[src/include/mdsc_defines.svh]
// timing counts, thresholds and scale values of the demand front end
`ifndef MDSC_DEFINES_SVH
`define MDSC_DEFINES_SVH
// reference clock rate
`define MDSC_CLK_HZ        20000000
`define MDSC_CYC_PER_MS    (`MDSC_CLK_HZ / 1000)
// demand pin low time before standby, longer than this
`define MDSC_STBY_MS       1000
`define MDSC_STBY_CYC      (`MDSC_STBY_MS * `MDSC_CYC_PER_MS)
// frequency gate window for clock mode, result in hertz
`define MDSC_GATE_MS       1000
`define MDSC_GATE_CYC      (`MDSC_GATE_MS * `MDSC_CYC_PER_MS)
// no-edge timeout of the duty meter, per frequency range
`define MDSC_TOUT_HI_MS    1
`define MDSC_TOUT_HI_CYC   (`MDSC_TOUT_HI_MS * `MDSC_CYC_PER_MS)
`define MDSC_TOUT_LO_MS    25
`define MDSC_TOUT_LO_CYC   (`MDSC_TOUT_LO_MS * `MDSC_CYC_PER_MS)
// soft ramp step period and step size
`define MDSC_RAMP_US       10
`define MDSC_RAMP_CYC      (`MDSC_RAMP_US * (`MDSC_CLK_HZ / 1000000))
`define MDSC_RAMP_STEP     10'h008
// demand scale: full scale is 512
`define MDSC_FULL          10'h200
// off / on thresholds in 1/512 of full demand
`define MDSC_OFF0          10'h01e
`define MDSC_ON0           10'h028
`define MDSC_OFF1          10'h032
`define MDSC_ON1           10'h03c
`define MDSC_OFF2          10'h042
`define MDSC_ON2           10'h04d
`define MDSC_OFF3          10'h064
`define MDSC_ON3           10'h06f
`endif

[src/include/mdsc_pkg.sv]
// types shared by the demand front end
package mdsc_pkg;
  typedef enum logic [1:0] {
    MDSC_MODE_DUTY   = 2'b00,
    MDSC_MODE_ANALOG = 2'b01,
    MDSC_MODE_CLOCK  = 2'b10
  } mdsc_mode_e;
  typedef enum logic [1:0] {
    MDSC_LOOP_OPEN  = 2'b00,
    MDSC_LOOP_SPEED = 2'b01,
    MDSC_LOOP_CURR  = 2'b10,
    MDSC_LOOP_POWER = 2'b11
  } mdsc_loop_e;
  typedef enum logic {
    MDSC_ST_ACTIVE  = 1'b0,
    MDSC_ST_STANDBY = 1'b1
  } mdsc_state_e;
  // static configuration
  typedef struct packed {
    mdsc_mode_e mode;
    mdsc_loop_e loop;
    logic [15:0] loopFullScale;
    logic [7:0]  clkRatio;
    logic [15:0] ratedSpeed;
    logic [1:0]  thrSel;
    logic        standbyEn;
    logic        stillChkEn;
    logic [1:0]  clkSrc;
    logic        inputFreqRangeSel;
    logic        safeBrakeEn;
    logic [15:0] safeBrakeSpeed;
    logic        softRampOnOff;
    logic [8:0]  demandFullScaleVoltage;
    logic [8:0]  standbyEnterLevel;
    logic [8:0]  standbyExitLevel;
  } mdsc_cfg_s;
  // register overrides from the two-wire side
  typedef struct packed {
    logic       demandSel;
    logic [8:0] regDemand;
    logic       dirOvrEn;
    logic       regDir;
    logic       haltOverrideEn;
    logic       regHalt;
  } mdsc_ovr_s;
  // targets handed to the control loop
  typedef struct packed {
    logic [19:0] loopTarget;
    logic [9:0]  openAmp;
  } mdsc_tgt_s;
endpackage : mdsc_pkg

[src/rtl/mdsc_core.sv]
// demand decoding, stop hysteresis, standby, direction, brake and soft ramp
`timescale 1ns/1ns
`include "mdsc_defines.svh"
module mdsc_core
  import mdsc_pkg::*;
#(
  parameter int STBY_CYC    = `MDSC_STBY_CYC,
  parameter int GATE_CYC    = `MDSC_GATE_CYC,
  parameter int TOUT_HI_CYC = `MDSC_TOUT_HI_CYC,
  parameter int TOUT_LO_CYC = `MDSC_TOUT_LO_CYC
)(
  input  wire logic        ref_clk,
  input  wire logic        rst,
  input  wire logic        demandPin,       // raw demand pin
  input  wire logic        dirPin,          // raw direction pin
  input  wire logic        brakePin,        // raw brake pin
  input  wire logic [8:0]  adcCode,         // sampled demand voltage
  input  wire mdsc_cfg_s   cfg,             // configuration
  input  wire mdsc_ovr_s   ovr,             // register overrides
  input  wire logic [15:0] motorSpeed,      // rotor speed, rpm
  input  wire logic        motorStill,      // rotor stationary
  input  wire logic        windmillFwd,     // spinning forward already
  input  wire logic        curLimitActive,  // current limit engaged
  input  wire logic        maxVoltReached,  // output voltage at maximum
  output mdsc_tgt_s        tgt,             // loop targets
  output logic             motorRun,        // motor commanded to run
  output logic             clkInputErr,     // clock input error
  output logic             standby,         // standby state
  output logic             powerDown,       // pump and regulator off
  output logic             phaseFwd,        // 1: a-b-c, 0: a-c-b
  output logic             lowSideAllOn,    // all low sides on
  output logic [9:0]       currentScale,    // soft ramp scale
  output logic             satVoltage,      // saturated at max voltage
  output logic             satCurrent,      // saturated at current limit
  output logic             twoWireDemand,   // demand taken from registers
  output logic             sclLine          // synced serial clock line
);
  //----------------------------------------------------------------
  // helpers
  //----------------------------------------------------------------
  // threshold lookup; on selects the restart level
  function automatic logic [9:0] mdsc_thr(input logic [1:0] sel, input logic on);
    case (sel)
      2'b00:   mdsc_thr = on ? `MDSC_ON0 : `MDSC_OFF0;
      2'b01:   mdsc_thr = on ? `MDSC_ON1 : `MDSC_OFF1;
      2'b10:   mdsc_thr = on ? `MDSC_ON2 : `MDSC_OFF2;
      default: mdsc_thr = on ? `MDSC_ON3 : `MDSC_OFF3;
    endcase
  endfunction : mdsc_thr

  //----------------------------------------------------------------
  // input synchronisers
  //----------------------------------------------------------------
  logic [2:0]  pinRaw;      // brake, direction, demand
  logic [2:0]  pinSync;     // second stage outputs
  logic [2:0]  pinPrev_r;   // edge detect stage
  logic [2:0]  pinRise;     // one-cycle rising edges
  assign pinRaw = {brakePin, dirPin, demandPin};
  genvar gi;
  generate
    for (gi = 0; gi < 3; gi++)
    begin : g_sync
      logic s1_r;   // read only by s2_r
      logic s2_r;
      always_ff @(posedge ref_clk or posedge rst)
        if (rst)
        begin
          s1_r <= 1'b0;
          s2_r <= 1'b0;
        end
        else
        begin
          s1_r <= pinRaw[gi];
          s2_r <= s1_r;
        end
      assign pinSync[gi] = s2_r;
    end
  endgenerate
  // edge stage looks at the second flop only
  always_ff @(posedge ref_clk or posedge rst)
    if (rst)
      pinPrev_r <= 3'h0;
    else
      pinPrev_r <= pinSync;
  assign pinRise = pinSync & ~pinPrev_r;
  assign sclLine = pinSync[0];

  //----------------------------------------------------------------
  // pin roles
  //----------------------------------------------------------------
  logic clkMode;     // clock mode active
  logic clkRise;     // edge of the chosen clock pin
  logic brakeSrc;    // brake pin unless it carries the clock
  logic brakeReq;    // brake request after override
  assign clkMode  = (cfg.mode == MDSC_MODE_CLOCK);
  // clock comes from demand by default, else dir or brake pin
  assign clkRise  = (cfg.clkSrc == 2'b01) ? pinRise[1] :
                    (cfg.clkSrc == 2'b10) ? pinRise[2] : pinRise[0];
  assign brakeSrc = pinSync[2] & ~(clkMode && cfg.clkSrc == 2'b10);
  assign brakeReq = ovr.haltOverrideEn ? ovr.regHalt : brakeSrc;

  //----------------------------------------------------------------
  // duty meter
  //----------------------------------------------------------------
  logic [24:0] hiCnt_r;    // high cycles this period
  logic [24:0] perCnt_r;   // cycles this period
  logic [24:0] measHi_r;   // last high time
  logic [24:0] measPer_r;  // last period
  logic [24:0] toutCyc;    // no-edge timeout for selected range
  assign toutCyc = cfg.inputFreqRangeSel ? 25'(TOUT_LO_CYC) : 25'(TOUT_HI_CYC);
  // a stuck pin reads as 0 or 100 percent after the timeout
  always_ff @(posedge ref_clk or posedge rst)
    if (rst)
    begin
      hiCnt_r   <= 25'h0;
      perCnt_r  <= 25'h0;
      measHi_r  <= 25'h0;
      measPer_r <= 25'h0;
    end
    else if (pinRise[0])
    begin
      measHi_r  <= hiCnt_r;
      measPer_r <= perCnt_r;
      hiCnt_r   <= 25'h1;
      perCnt_r  <= 25'h1;
    end
    else if (perCnt_r >= toutCyc)
    begin
      measHi_r  <= {24'h0, pinSync[0]};
      measPer_r <= 25'h1;
    end
    else
    begin
      perCnt_r <= perCnt_r + 25'h1;
      hiCnt_r  <= hiCnt_r + {24'h0, pinSync[0]};
    end

  //----------------------------------------------------------------
  // frequency meter, one gate window per result
  //----------------------------------------------------------------
  logic [24:0] gateCnt_r;   // gate window counter
  logic [11:0] edgeCnt_r;   // edges in this window
  logic [11:0] freqHz_r;    // last frequency, hertz
  logic [19:0] rpmVal;      // commanded rpm
  always_ff @(posedge ref_clk or posedge rst)
    if (rst)
    begin
      gateCnt_r <= 25'h0;
      edgeCnt_r <= 12'h0;
      freqHz_r  <= 12'h0;
    end
    else if (gateCnt_r == 25'(GATE_CYC - 1))
    begin
      gateCnt_r <= 25'h0;
      freqHz_r  <= edgeCnt_r;
      edgeCnt_r <= {11'h0, clkRise};
    end
    else
    begin
      gateCnt_r <= gateCnt_r + 25'h1;
      // saturate instead of wrapping on a wild input
      if (clkRise && edgeCnt_r != 12'hfff)
        edgeCnt_r <= edgeCnt_r + 12'h1;
    end
  assign rpmVal = 20'(freqHz_r * cfg.clkRatio);

  //----------------------------------------------------------------
  // shared ratio divider: quotient = num * 512 / den, max 512
  //----------------------------------------------------------------
  logic [24:0] srcNum;      // numerator of the mode
  logic [24:0] srcDen;      // denominator of the mode
  logic [3:0]  divStep_r;   // 0 loads, 1..9 produce bits
  logic [25:0] divRem_r;    // partial remainder
  logic [24:0] divDen_r;    // latched denominator
  logic [8:0]  divQ_r;      // quotient bits
  logic        divSat_r;    // num >= den or den zero
  logic        divZero_r;   // den zero
  logic [9:0]  demandMeas_r;// measured demand, 0..512
  logic [25:0] remSh;       // shifted remainder
  always_comb
  begin
    case (cfg.mode)
      MDSC_MODE_ANALOG:
      begin
        srcNum = {16'h0, adcCode};
        srcDen = {16'h0, cfg.demandFullScaleVoltage};
      end
      MDSC_MODE_CLOCK:
      begin
        srcNum = {5'h0, rpmVal};
        srcDen = {9'h0, cfg.ratedSpeed};
      end
      default:
      begin
        srcNum = measHi_r;
        srcDen = measPer_r;
      end
    endcase
  end
  assign remSh = {divRem_r[24:0], 1'b0};
  // one result every ten cycles; area traded for latency
  always_ff @(posedge ref_clk or posedge rst)
    if (rst)
    begin
      divStep_r    <= 4'h0;
      divRem_r     <= 26'h0;
      divDen_r     <= 25'h0;
      divQ_r       <= 9'h0;
      divSat_r     <= 1'b0;
      divZero_r    <= 1'b0;
      demandMeas_r <= 10'h0;
    end
    else if (divStep_r == 4'h0)
    begin
      divRem_r  <= {1'b0, srcNum};
      divDen_r  <= srcDen;
      divQ_r    <= 9'h0;
      divZero_r <= (srcDen == 25'h0);
      divSat_r  <= (srcNum >= srcDen);
      divStep_r <= 4'h1;
    end
    else
    begin
      if (remSh >= {1'b0, divDen_r})
      begin
        divRem_r <= remSh - {1'b0, divDen_r};
        divQ_r   <= {divQ_r[7:0], 1'b1};
      end
      else
      begin
        divRem_r <= remSh;
        divQ_r   <= {divQ_r[7:0], 1'b0};
      end
      if (divStep_r == 4'h9)
      begin
        divStep_r <= 4'h0;
        if (divZero_r)
          demandMeas_r <= 10'h0;
        else if (divSat_r)
          demandMeas_r <= `MDSC_FULL;
        else
          demandMeas_r <= {1'b0, divQ_r[7:0], (remSh >= {1'b0, divDen_r})};
      end
      else
        divStep_r <= divStep_r + 4'h1;
    end

  //----------------------------------------------------------------
  // demand source, stop hysteresis, clock error
  //----------------------------------------------------------------
  logic        twoWire_r;   // demand latched to registers
  logic [9:0]  demand;      // effective demand, 0..512
  logic        runEn_r;     // hysteresis state
  logic        clkErr_r;    // clock overspeed
  logic        brakeOn;     // low sides requested
  mdsc_state_e state_r;
  assign demand = twoWire_r ? {1'b0, ovr.regDemand} : demandMeas_r;
  // below off stops, above on restarts, between holds
  always_ff @(posedge ref_clk or posedge rst)
    if (rst)
      runEn_r <= 1'b0;
    else if (demand < mdsc_thr(cfg.thrSel, 1'b0))
      runEn_r <= 1'b0;
    else if (demand > mdsc_thr(cfg.thrSel, 1'b1))
      runEn_r <= 1'b1;
  // overspeed request is an error while it lasts
  always_ff @(posedge ref_clk or posedge rst)
    if (rst)
      clkErr_r <= 1'b0;
    else
      clkErr_r <= clkMode && !twoWire_r &&
                  ({1'b0, rpmVal} > {4'h0, cfg.ratedSpeed, 1'b0});
  assign clkInputErr = clkErr_r;
  // brake overrides demand
  assign motorRun = runEn_r && !clkErr_r && !brakeReq &&
                    (state_r == MDSC_ST_ACTIVE);

  //----------------------------------------------------------------
  // loop targets and saturation report
  //----------------------------------------------------------------
  logic [25:0] scaled;      // full scale times demand
  assign scaled = cfg.loopFullScale * demand;
  always_ff @(posedge ref_clk or posedge rst)
    if (rst)
    begin
      tgt        <= '0;
      satVoltage <= 1'b0;
      satCurrent <= 1'b0;
    end
    else
    begin
      tgt.openAmp <= (cfg.loop == MDSC_LOOP_OPEN && !clkMode) ? demand : 10'h0;
      if (clkMode && !twoWire_r)
        tgt.loopTarget <= rpmVal;
      else if (cfg.loop == MDSC_LOOP_OPEN)
        tgt.loopTarget <= 20'h0;
      else
        tgt.loopTarget <= {3'h0, scaled[25:9]};
      // current limit takes over from the voltage ceiling
      satCurrent <= motorRun && curLimitActive;
      satVoltage <= motorRun && maxVoltReached && !curLimitActive;
    end

  //----------------------------------------------------------------
  // standby control
  //----------------------------------------------------------------
  logic [24:0] lowCnt_r;    // cycles the entry condition held
  logic        lowCond;     // entry condition this cycle
  logic        wake;        // exit condition
  // demand pin decides outside analog mode, even when the clock is elsewhere; analog mode compares adcCode
  assign lowCond = (cfg.mode == MDSC_MODE_ANALOG ?
                    (adcCode < cfg.standbyEnterLevel) : !pinSync[0]) &&
                   (motorStill || !cfg.stillChkEn) &&
                   !brakeReq && cfg.standbyEn;
  assign wake = (cfg.mode == MDSC_MODE_ANALOG) ?
                (adcCode > cfg.standbyExitLevel) : pinRise[0];
  always_ff @(posedge ref_clk or posedge rst)
    if (rst)
      lowCnt_r <= 25'h0;
    else if (!lowCond || state_r != MDSC_ST_ACTIVE)
      lowCnt_r <= 25'h0;
    else if (lowCnt_r != 25'(STBY_CYC))
      lowCnt_r <= lowCnt_r + 25'h1;
  // reset always lands in active
  always_ff @(posedge ref_clk or posedge rst)
    if (rst)
      state_r <= MDSC_ST_ACTIVE;
    else
      case (state_r)
        MDSC_ST_ACTIVE:
          if (lowCond && lowCnt_r == 25'(STBY_CYC))
            state_r <= MDSC_ST_STANDBY;
        MDSC_ST_STANDBY:
          if (wake)
            state_r <= MDSC_ST_ACTIVE;
        default:
          state_r <= MDSC_ST_ACTIVE;
      endcase
  assign standby   = (state_r == MDSC_ST_STANDBY);
  assign powerDown = standby;
  // a register demand holds until a standby round trip; set wins
  always_ff @(posedge ref_clk or posedge rst)
    if (rst)
      twoWire_r <= 1'b0;
    else if (ovr.demandSel)
      twoWire_r <= 1'b1;
    else if (standby && wake)
      twoWire_r <= 1'b0;
  assign twoWireDemand = twoWire_r;

  //----------------------------------------------------------------
  // direction and brake drive
  //----------------------------------------------------------------
  always_ff @(posedge ref_clk or posedge rst)
    if (rst)
    begin
      phaseFwd     <= 1'b1;
      lowSideAllOn <= 1'b0;
    end
    else
    begin
      // direction may change while running
      phaseFwd     <= ovr.dirOvrEn ? (ovr.regDir ^ pinSync[1]) : pinSync[1];
      lowSideAllOn <= brakeReq && (!cfg.safeBrakeEn ||
                      motorSpeed <= cfg.safeBrakeSpeed);
    end
  assign brakeOn = lowSideAllOn;

  //----------------------------------------------------------------
  // soft on/off ramp
  //----------------------------------------------------------------
  logic [15:0] rampCnt_r;   // step period divider
  logic        rampTick;    // one-cycle step enable
  assign rampTick = (rampCnt_r == 16'(`MDSC_RAMP_CYC - 1));
  always_ff @(posedge ref_clk or posedge rst)
    if (rst)
      rampCnt_r <= 16'h0;
    else
      rampCnt_r <= rampTick ? 16'h0 : rampCnt_r + 16'h1;
  // a start from zero without windmillFwd jumps to full scale; windmill starts and restarts from a nonzero scale ramp
  always_ff @(posedge ref_clk or posedge rst)
    if (rst)
      currentScale <= 10'h0;
    else if (!cfg.softRampOnOff)
      currentScale <= motorRun ? `MDSC_FULL : 10'h0;
    else if (motorRun && currentScale != `MDSC_FULL)
    begin
      if (currentScale == 10'h0 && !windmillFwd)
        currentScale <= `MDSC_FULL;
      else if (rampTick)
        currentScale <= (currentScale > `MDSC_FULL - `MDSC_RAMP_STEP) ?
                        `MDSC_FULL : currentScale + `MDSC_RAMP_STEP;
    end
    else if (!motorRun && rampTick && currentScale != 10'h0)
      currentScale <= (currentScale < `MDSC_RAMP_STEP) ?
                      10'h0 : currentScale - `MDSC_RAMP_STEP;
endmodule : mdsc_core

[config.mk]
export PLATFORM = sky130hd
export DESIGN_NAME = mdsc_core
export DESIGN_NICKNAME = d
export VERILOG_FILES = /design/src/include/mdsc_pkg.sv /design/src/rtl/mdsc_core.sv
export VERILOG_INCLUDE_DIRS = /design/src /design/src/include
export SDC_FILE = /design/constraint.sdc
export NUM_CORES = 1
export LEC_CHECK = 0
export ABC_AREA = 1
export BUFFER_PORTS_ARGS = -buffer_cell sky130_fd_sc_hd__buf_2
export CELL_PAD_IN_SITES_DETAIL_PLACEMENT = 1
export CELL_PAD_IN_SITES_GLOBAL_PLACEMENT = 1
export CORE_ASPECT_RATIO = 0.9
export CORE_UTILIZATION = 25
export CTS_BUF_LIST = sky130_fd_sc_hd__clkbuf_4 sky130_fd_sc_hd__clkbuf_8
export DETAILED_ROUTE_END_ITERATION = 10
export PLACE_DENSITY = 0.49
export SLEW_MARGIN = 20
export SYNTH_ARGS = -nofsm -noshare
export SYNTH_HDL_FRONTEND = slang
export SYNTH_SLANG_ARGS = --single-unit
[constraint.sdc]
create_clock -name ref_clk -period 31.2 [get_ports ref_clk]
set_input_delay 4.68 -clock ref_clk [delete_from_list [all_inputs] [get_ports ref_clk]]
set_output_delay 4.68 -clock ref_clk [all_outputs]
set_load 0.05 [all_outputs]
==> run_results.csv <==
group,metric,value,unit
die,fp.dieH,321.7,um
critical_path,crit_chain,"buf_2, inv_1, ha_1, nand2_1, nand3_1, nand2_1, nor2_1, nand2_2, inv_1, buf_2",
synthesis,async_flop_share,100.0,%
routing,ant_nets,0,
min_path,hold_depth,0,
critical_path,worstRegToRegCells,19,
synthesis,avgSynthCellArea,7.387,sq um
routing,dr.pass1.iters,7,
critical_path,cp_slowest_cell,"nor2_1",
layout,final_nets,4572,
sta,worst_pin_slew,0.9817,ns
clocking,cts_resized,0,
critical_path,crit_required,26.52,ns
sta,slew_violations,0,
routing,wl_per_cell,18.22,um
critical_path,r2r_setup_slack,24.60,ns
die,dieArea,0.1149,sq mm
clocking,cts_buffer_depth,3,
layout,most-common-layout-cells,"nand2_1, inv_1, dfrtp_1, nor2_1, ha_1",
sta,relSlewSlack,34.39,%
global_route,grt_pass1_vias,27280,
critical_path,max_stage_delay,0.51,ns
critical_path,worstSetupEndpointType,"output pin",
global_route,antenna_found_initial,17,
critical_path,cp.buffers_inverters,4,
global_route,grt_max_degree,73,
power_and_ir_drop,switching_share,46.52,%
layout,drive_gt1_share,9.643,%
power_and_ir_drop,power_frac_seq,25.2,%
clocking,numCtsBuffers,67,
synthesis,yosys_warnings,0,
synthesis,synth-seq-cells,318,
critical_path,r2r_start,"twoWireDemand",
layout,fillers,13720,
clocking,cts_setup_buffers,0,
layout,areaGrowthSynthToFinish,13.96,%
place,gp_congestion,0.8203,
synthesis,syn_area,0.02839,sq mm
min_path,min-delay-start,"g_sync[1].s1_r",
clocking,cts_tree,"done",
die,start_util,25.37,%
die,die_x,357.2,um
sta,holdWs,0.3487,ns
min_path,hp-class,"reg -> reg",
critical_path,worstPathMaxFanout,9,
clocking,hold_buffers,0,
synthesis,synth-edff-count,0,
synthesis,syn_inst,3844,
sta,final_hold_viol_count,0,
routing,drt_wl_total,101.1,mm
place,dp_hpwl,81.43,mm
layout,final_common_cell,"nand2_1",
critical_path,arrival,6.72,ns
status,outcome,"finished, final reports clean",
sta,rsz0062_at_grt,"no",
die,core-area,0.1119,sq mm
critical_path,start_kind,"input port",
synthesis,synthFlopType,"dfrtp_1",
global_route,grt_first_pass_wirelength,160.9,mm
critical_path,crit_start,"cfg[94]",
clocking,htreeDepth,3,
place,io_buffers,190,
routing,drc_errors,0,
clocking,clock_latency,0.74,ns
sta,clock.fmax,87.71,MHz
critical_path,timing.rr.end,"tgt[22]",
die,pin_count,194,
die,fp-row-count,116,
sta,setup_viol,0,
critical_path,path_class,"in -> out",
power_and_ir_drop,pwr-share-clk,24.2,%
sta,min_period,11.40,ns
power_and_ir_drop,ir_worst_vdd,0.05037,mV
flow_run,maxCapViolations,0,
clocking,cts_sinks,318,
routing,drt_first_iter_violations,1205,
clocking,ctsRootBufferMaster,"clkbuf_8",
power_and_ir_drop,combinationalPowerShare,50.6,%
power_and_ir_drop,powerDensity,63.65,mW/mm^2
critical_path,crit_family,"simple AND/OR/NAND/NOR gates",
min_path,whs_endpoint,"g_sync[1].s2_r",
routing,vias_per_cell,4.571,
sta,min_period_over_period,36.54,%
power_and_ir_drop,intPower,0.001101,W
global_route,grt_overflow,0,
global_route,track_usage,18.02,%
power_and_ir_drop,p_leak,17.01,nW
power_and_ir_drop,switchingPower,0.0009579,W
synthesis,ys_seq_area_share,28.03,%
routing,num_vias,25360,
synthesis,synthDistinctLibCells,61,
clocking,cts.clk_slew.worst_paths,0.05,ns
sta,setup_tns,0,ns
sta,finClkSkew,0.04671,ns
[cell type report]
cell class / instances / area, sq um / area share (%)
diodes: 7 / 17.52 / 0.05414
clock buffers: 95 / 1214 / 3.751
clock inverters: 21 / 240.2 / 0.7424
inverters: 721 / 2714 / 8.387
multi-input cells: 2701 / 17270 / 53.39
flip-flops and latches: 318 / 7959 / 24.60
well taps: 1475 / 1846 / 5.704
repair buffers: 209 / 1094 / 3.380
[registers in the layout (all words and copies together), names as in the netlist, 25 cells and up]
name and flops:
perCnt_r 25, measPer_r 25, lowCnt_r 25, tgt 30, gateCnt_r 25, divDen_r 25
measHi_r 25, hiCnt_r 25, divRem_r 25
[power groups by stage]
stage	Sequential, W	Combinational (W)	Clock [W]
detailed placement	0.000527	0.00105	0
floorplan	0.000561	0.000691	0
CTS	0.000520	0.00106	0.000523
finish	0.000519	0.00104	0.000499
global placement	0.000528	0.00105	0
global route	0.000526	0.00119	0.000538
[worst max-delay path by stage]
| stage | to | cells after the start |
|---|---|---|
| after floorplan | clkInputErr | 1 |
| after global placement | motorRun | 10 |
| after detailed placement | motorRun | 10 |
| after CTS | motorRun | 10 |
| after global routing | motorRun | 10 |
| final | motorRun | 10 |
[routing by layer]
layer  GRT usage, %  share of wire, %
met5              0             0.092
met4          4.169               2.0
met2          27.43                42
met3          3.116               3.9
met1          26.24                52
[synth_stat cells, types with 3 or more instances]
master    instances  area, sq um
nor4_1           29        181.4
o22ai_1          33        206.5
fa_1            170         3403
clkinv_1          3        11.26
buf_4             6        45.04
or2_2             6        37.54
o211ai_1         13        97.59
o221ai_1          4        35.03
nand2_1         965         3622
nand4_1         112        700.7
o21bai_1         13        97.59
ha_1            240         3003
nand2_2           8        50.05
o21ai_0         184        920.9
nor3_2            5        50.05
buf_6             3        33.78
nor2_2           11        68.82
and2_1           11        68.82
xnor2_1          21        183.9
nand3_1         191        955.9
xor2_1           52        455.4
o21ai_1          14        70.07
o31ai_1          16        120.1
nor3b_1           3        22.52
a21boi_0          4        30.03
clkbuf_1         62        232.7
inv_1           708         2658
nor2_1          313         1175
a21oi_1         135        675.7
nand3b_1         12        90.09
nor3_1           79        395.4
buf_2            28        140.1
a21o_1            7        52.55
nor3_4            3        48.80
nand3_2           4        40.04
buf_1             6        22.52
dfrtp_1         317         7933
a22oi_1           7        52.55
o21a_1            9        67.56
inv_2            10        37.54
[cells by family after synthesis]
logic type / count (synthesis) / synth area share, %
flip-flops: 318 / 28.03
buffers and inverters: 827 / 11.22
other: 1 / 0.01321
XOR/XNOR: 73 / 2.252
AO/OA/AOI/OAI: 453 / 8.998
adder cells (fa/ha/maj): 410 / 22.56
AND/OR/NAND/NOR: 1762 / 26.93
[stage by stage]
step | cells | setup slack, ns | utilization [%] | cell area [sq um] | total power [W]
after floorplan | 3846 | 17.72 | - | 28400 | 0.001251
after global placement | 5424 | 19.80 | 27.60 | 30890 | 0.001574
after detailed placement | 5424 | 19.79 | 27.60 | 30890 | 0.001577
after CTS | 5540 | 19.79 | 28.90 | 32340 | 0.002101
after global routing | 5546 | 19.68 | 28.91 | 32350 | 0.002257
final | 5547 | 19.80 | 28.92 | 32360 | 0.002059
[worst reg2reg max path, cell delays in order (launching register included)]
cell	delay [ns]
dfrtp_1	0.53
inv_1	0.37
nand2_1	0.40
inv_1	0.56
nand2_1	0.16
fa_1	0.57
inv_1	0.06
fa_1	0.52
fa_1	0.55
fa_1	0.54
fa_1	0.51
ha_1	0.40
a21oi_1	0.22
a21boi_0	0.36
o21ai_0	0.19
a21oi_1	0.16
nand2_1	0.10
nand2_1	0.07
nand2_1	0.05
o21ai_0	0.20
Note: power is estimated with default switching activity, not from simulation.
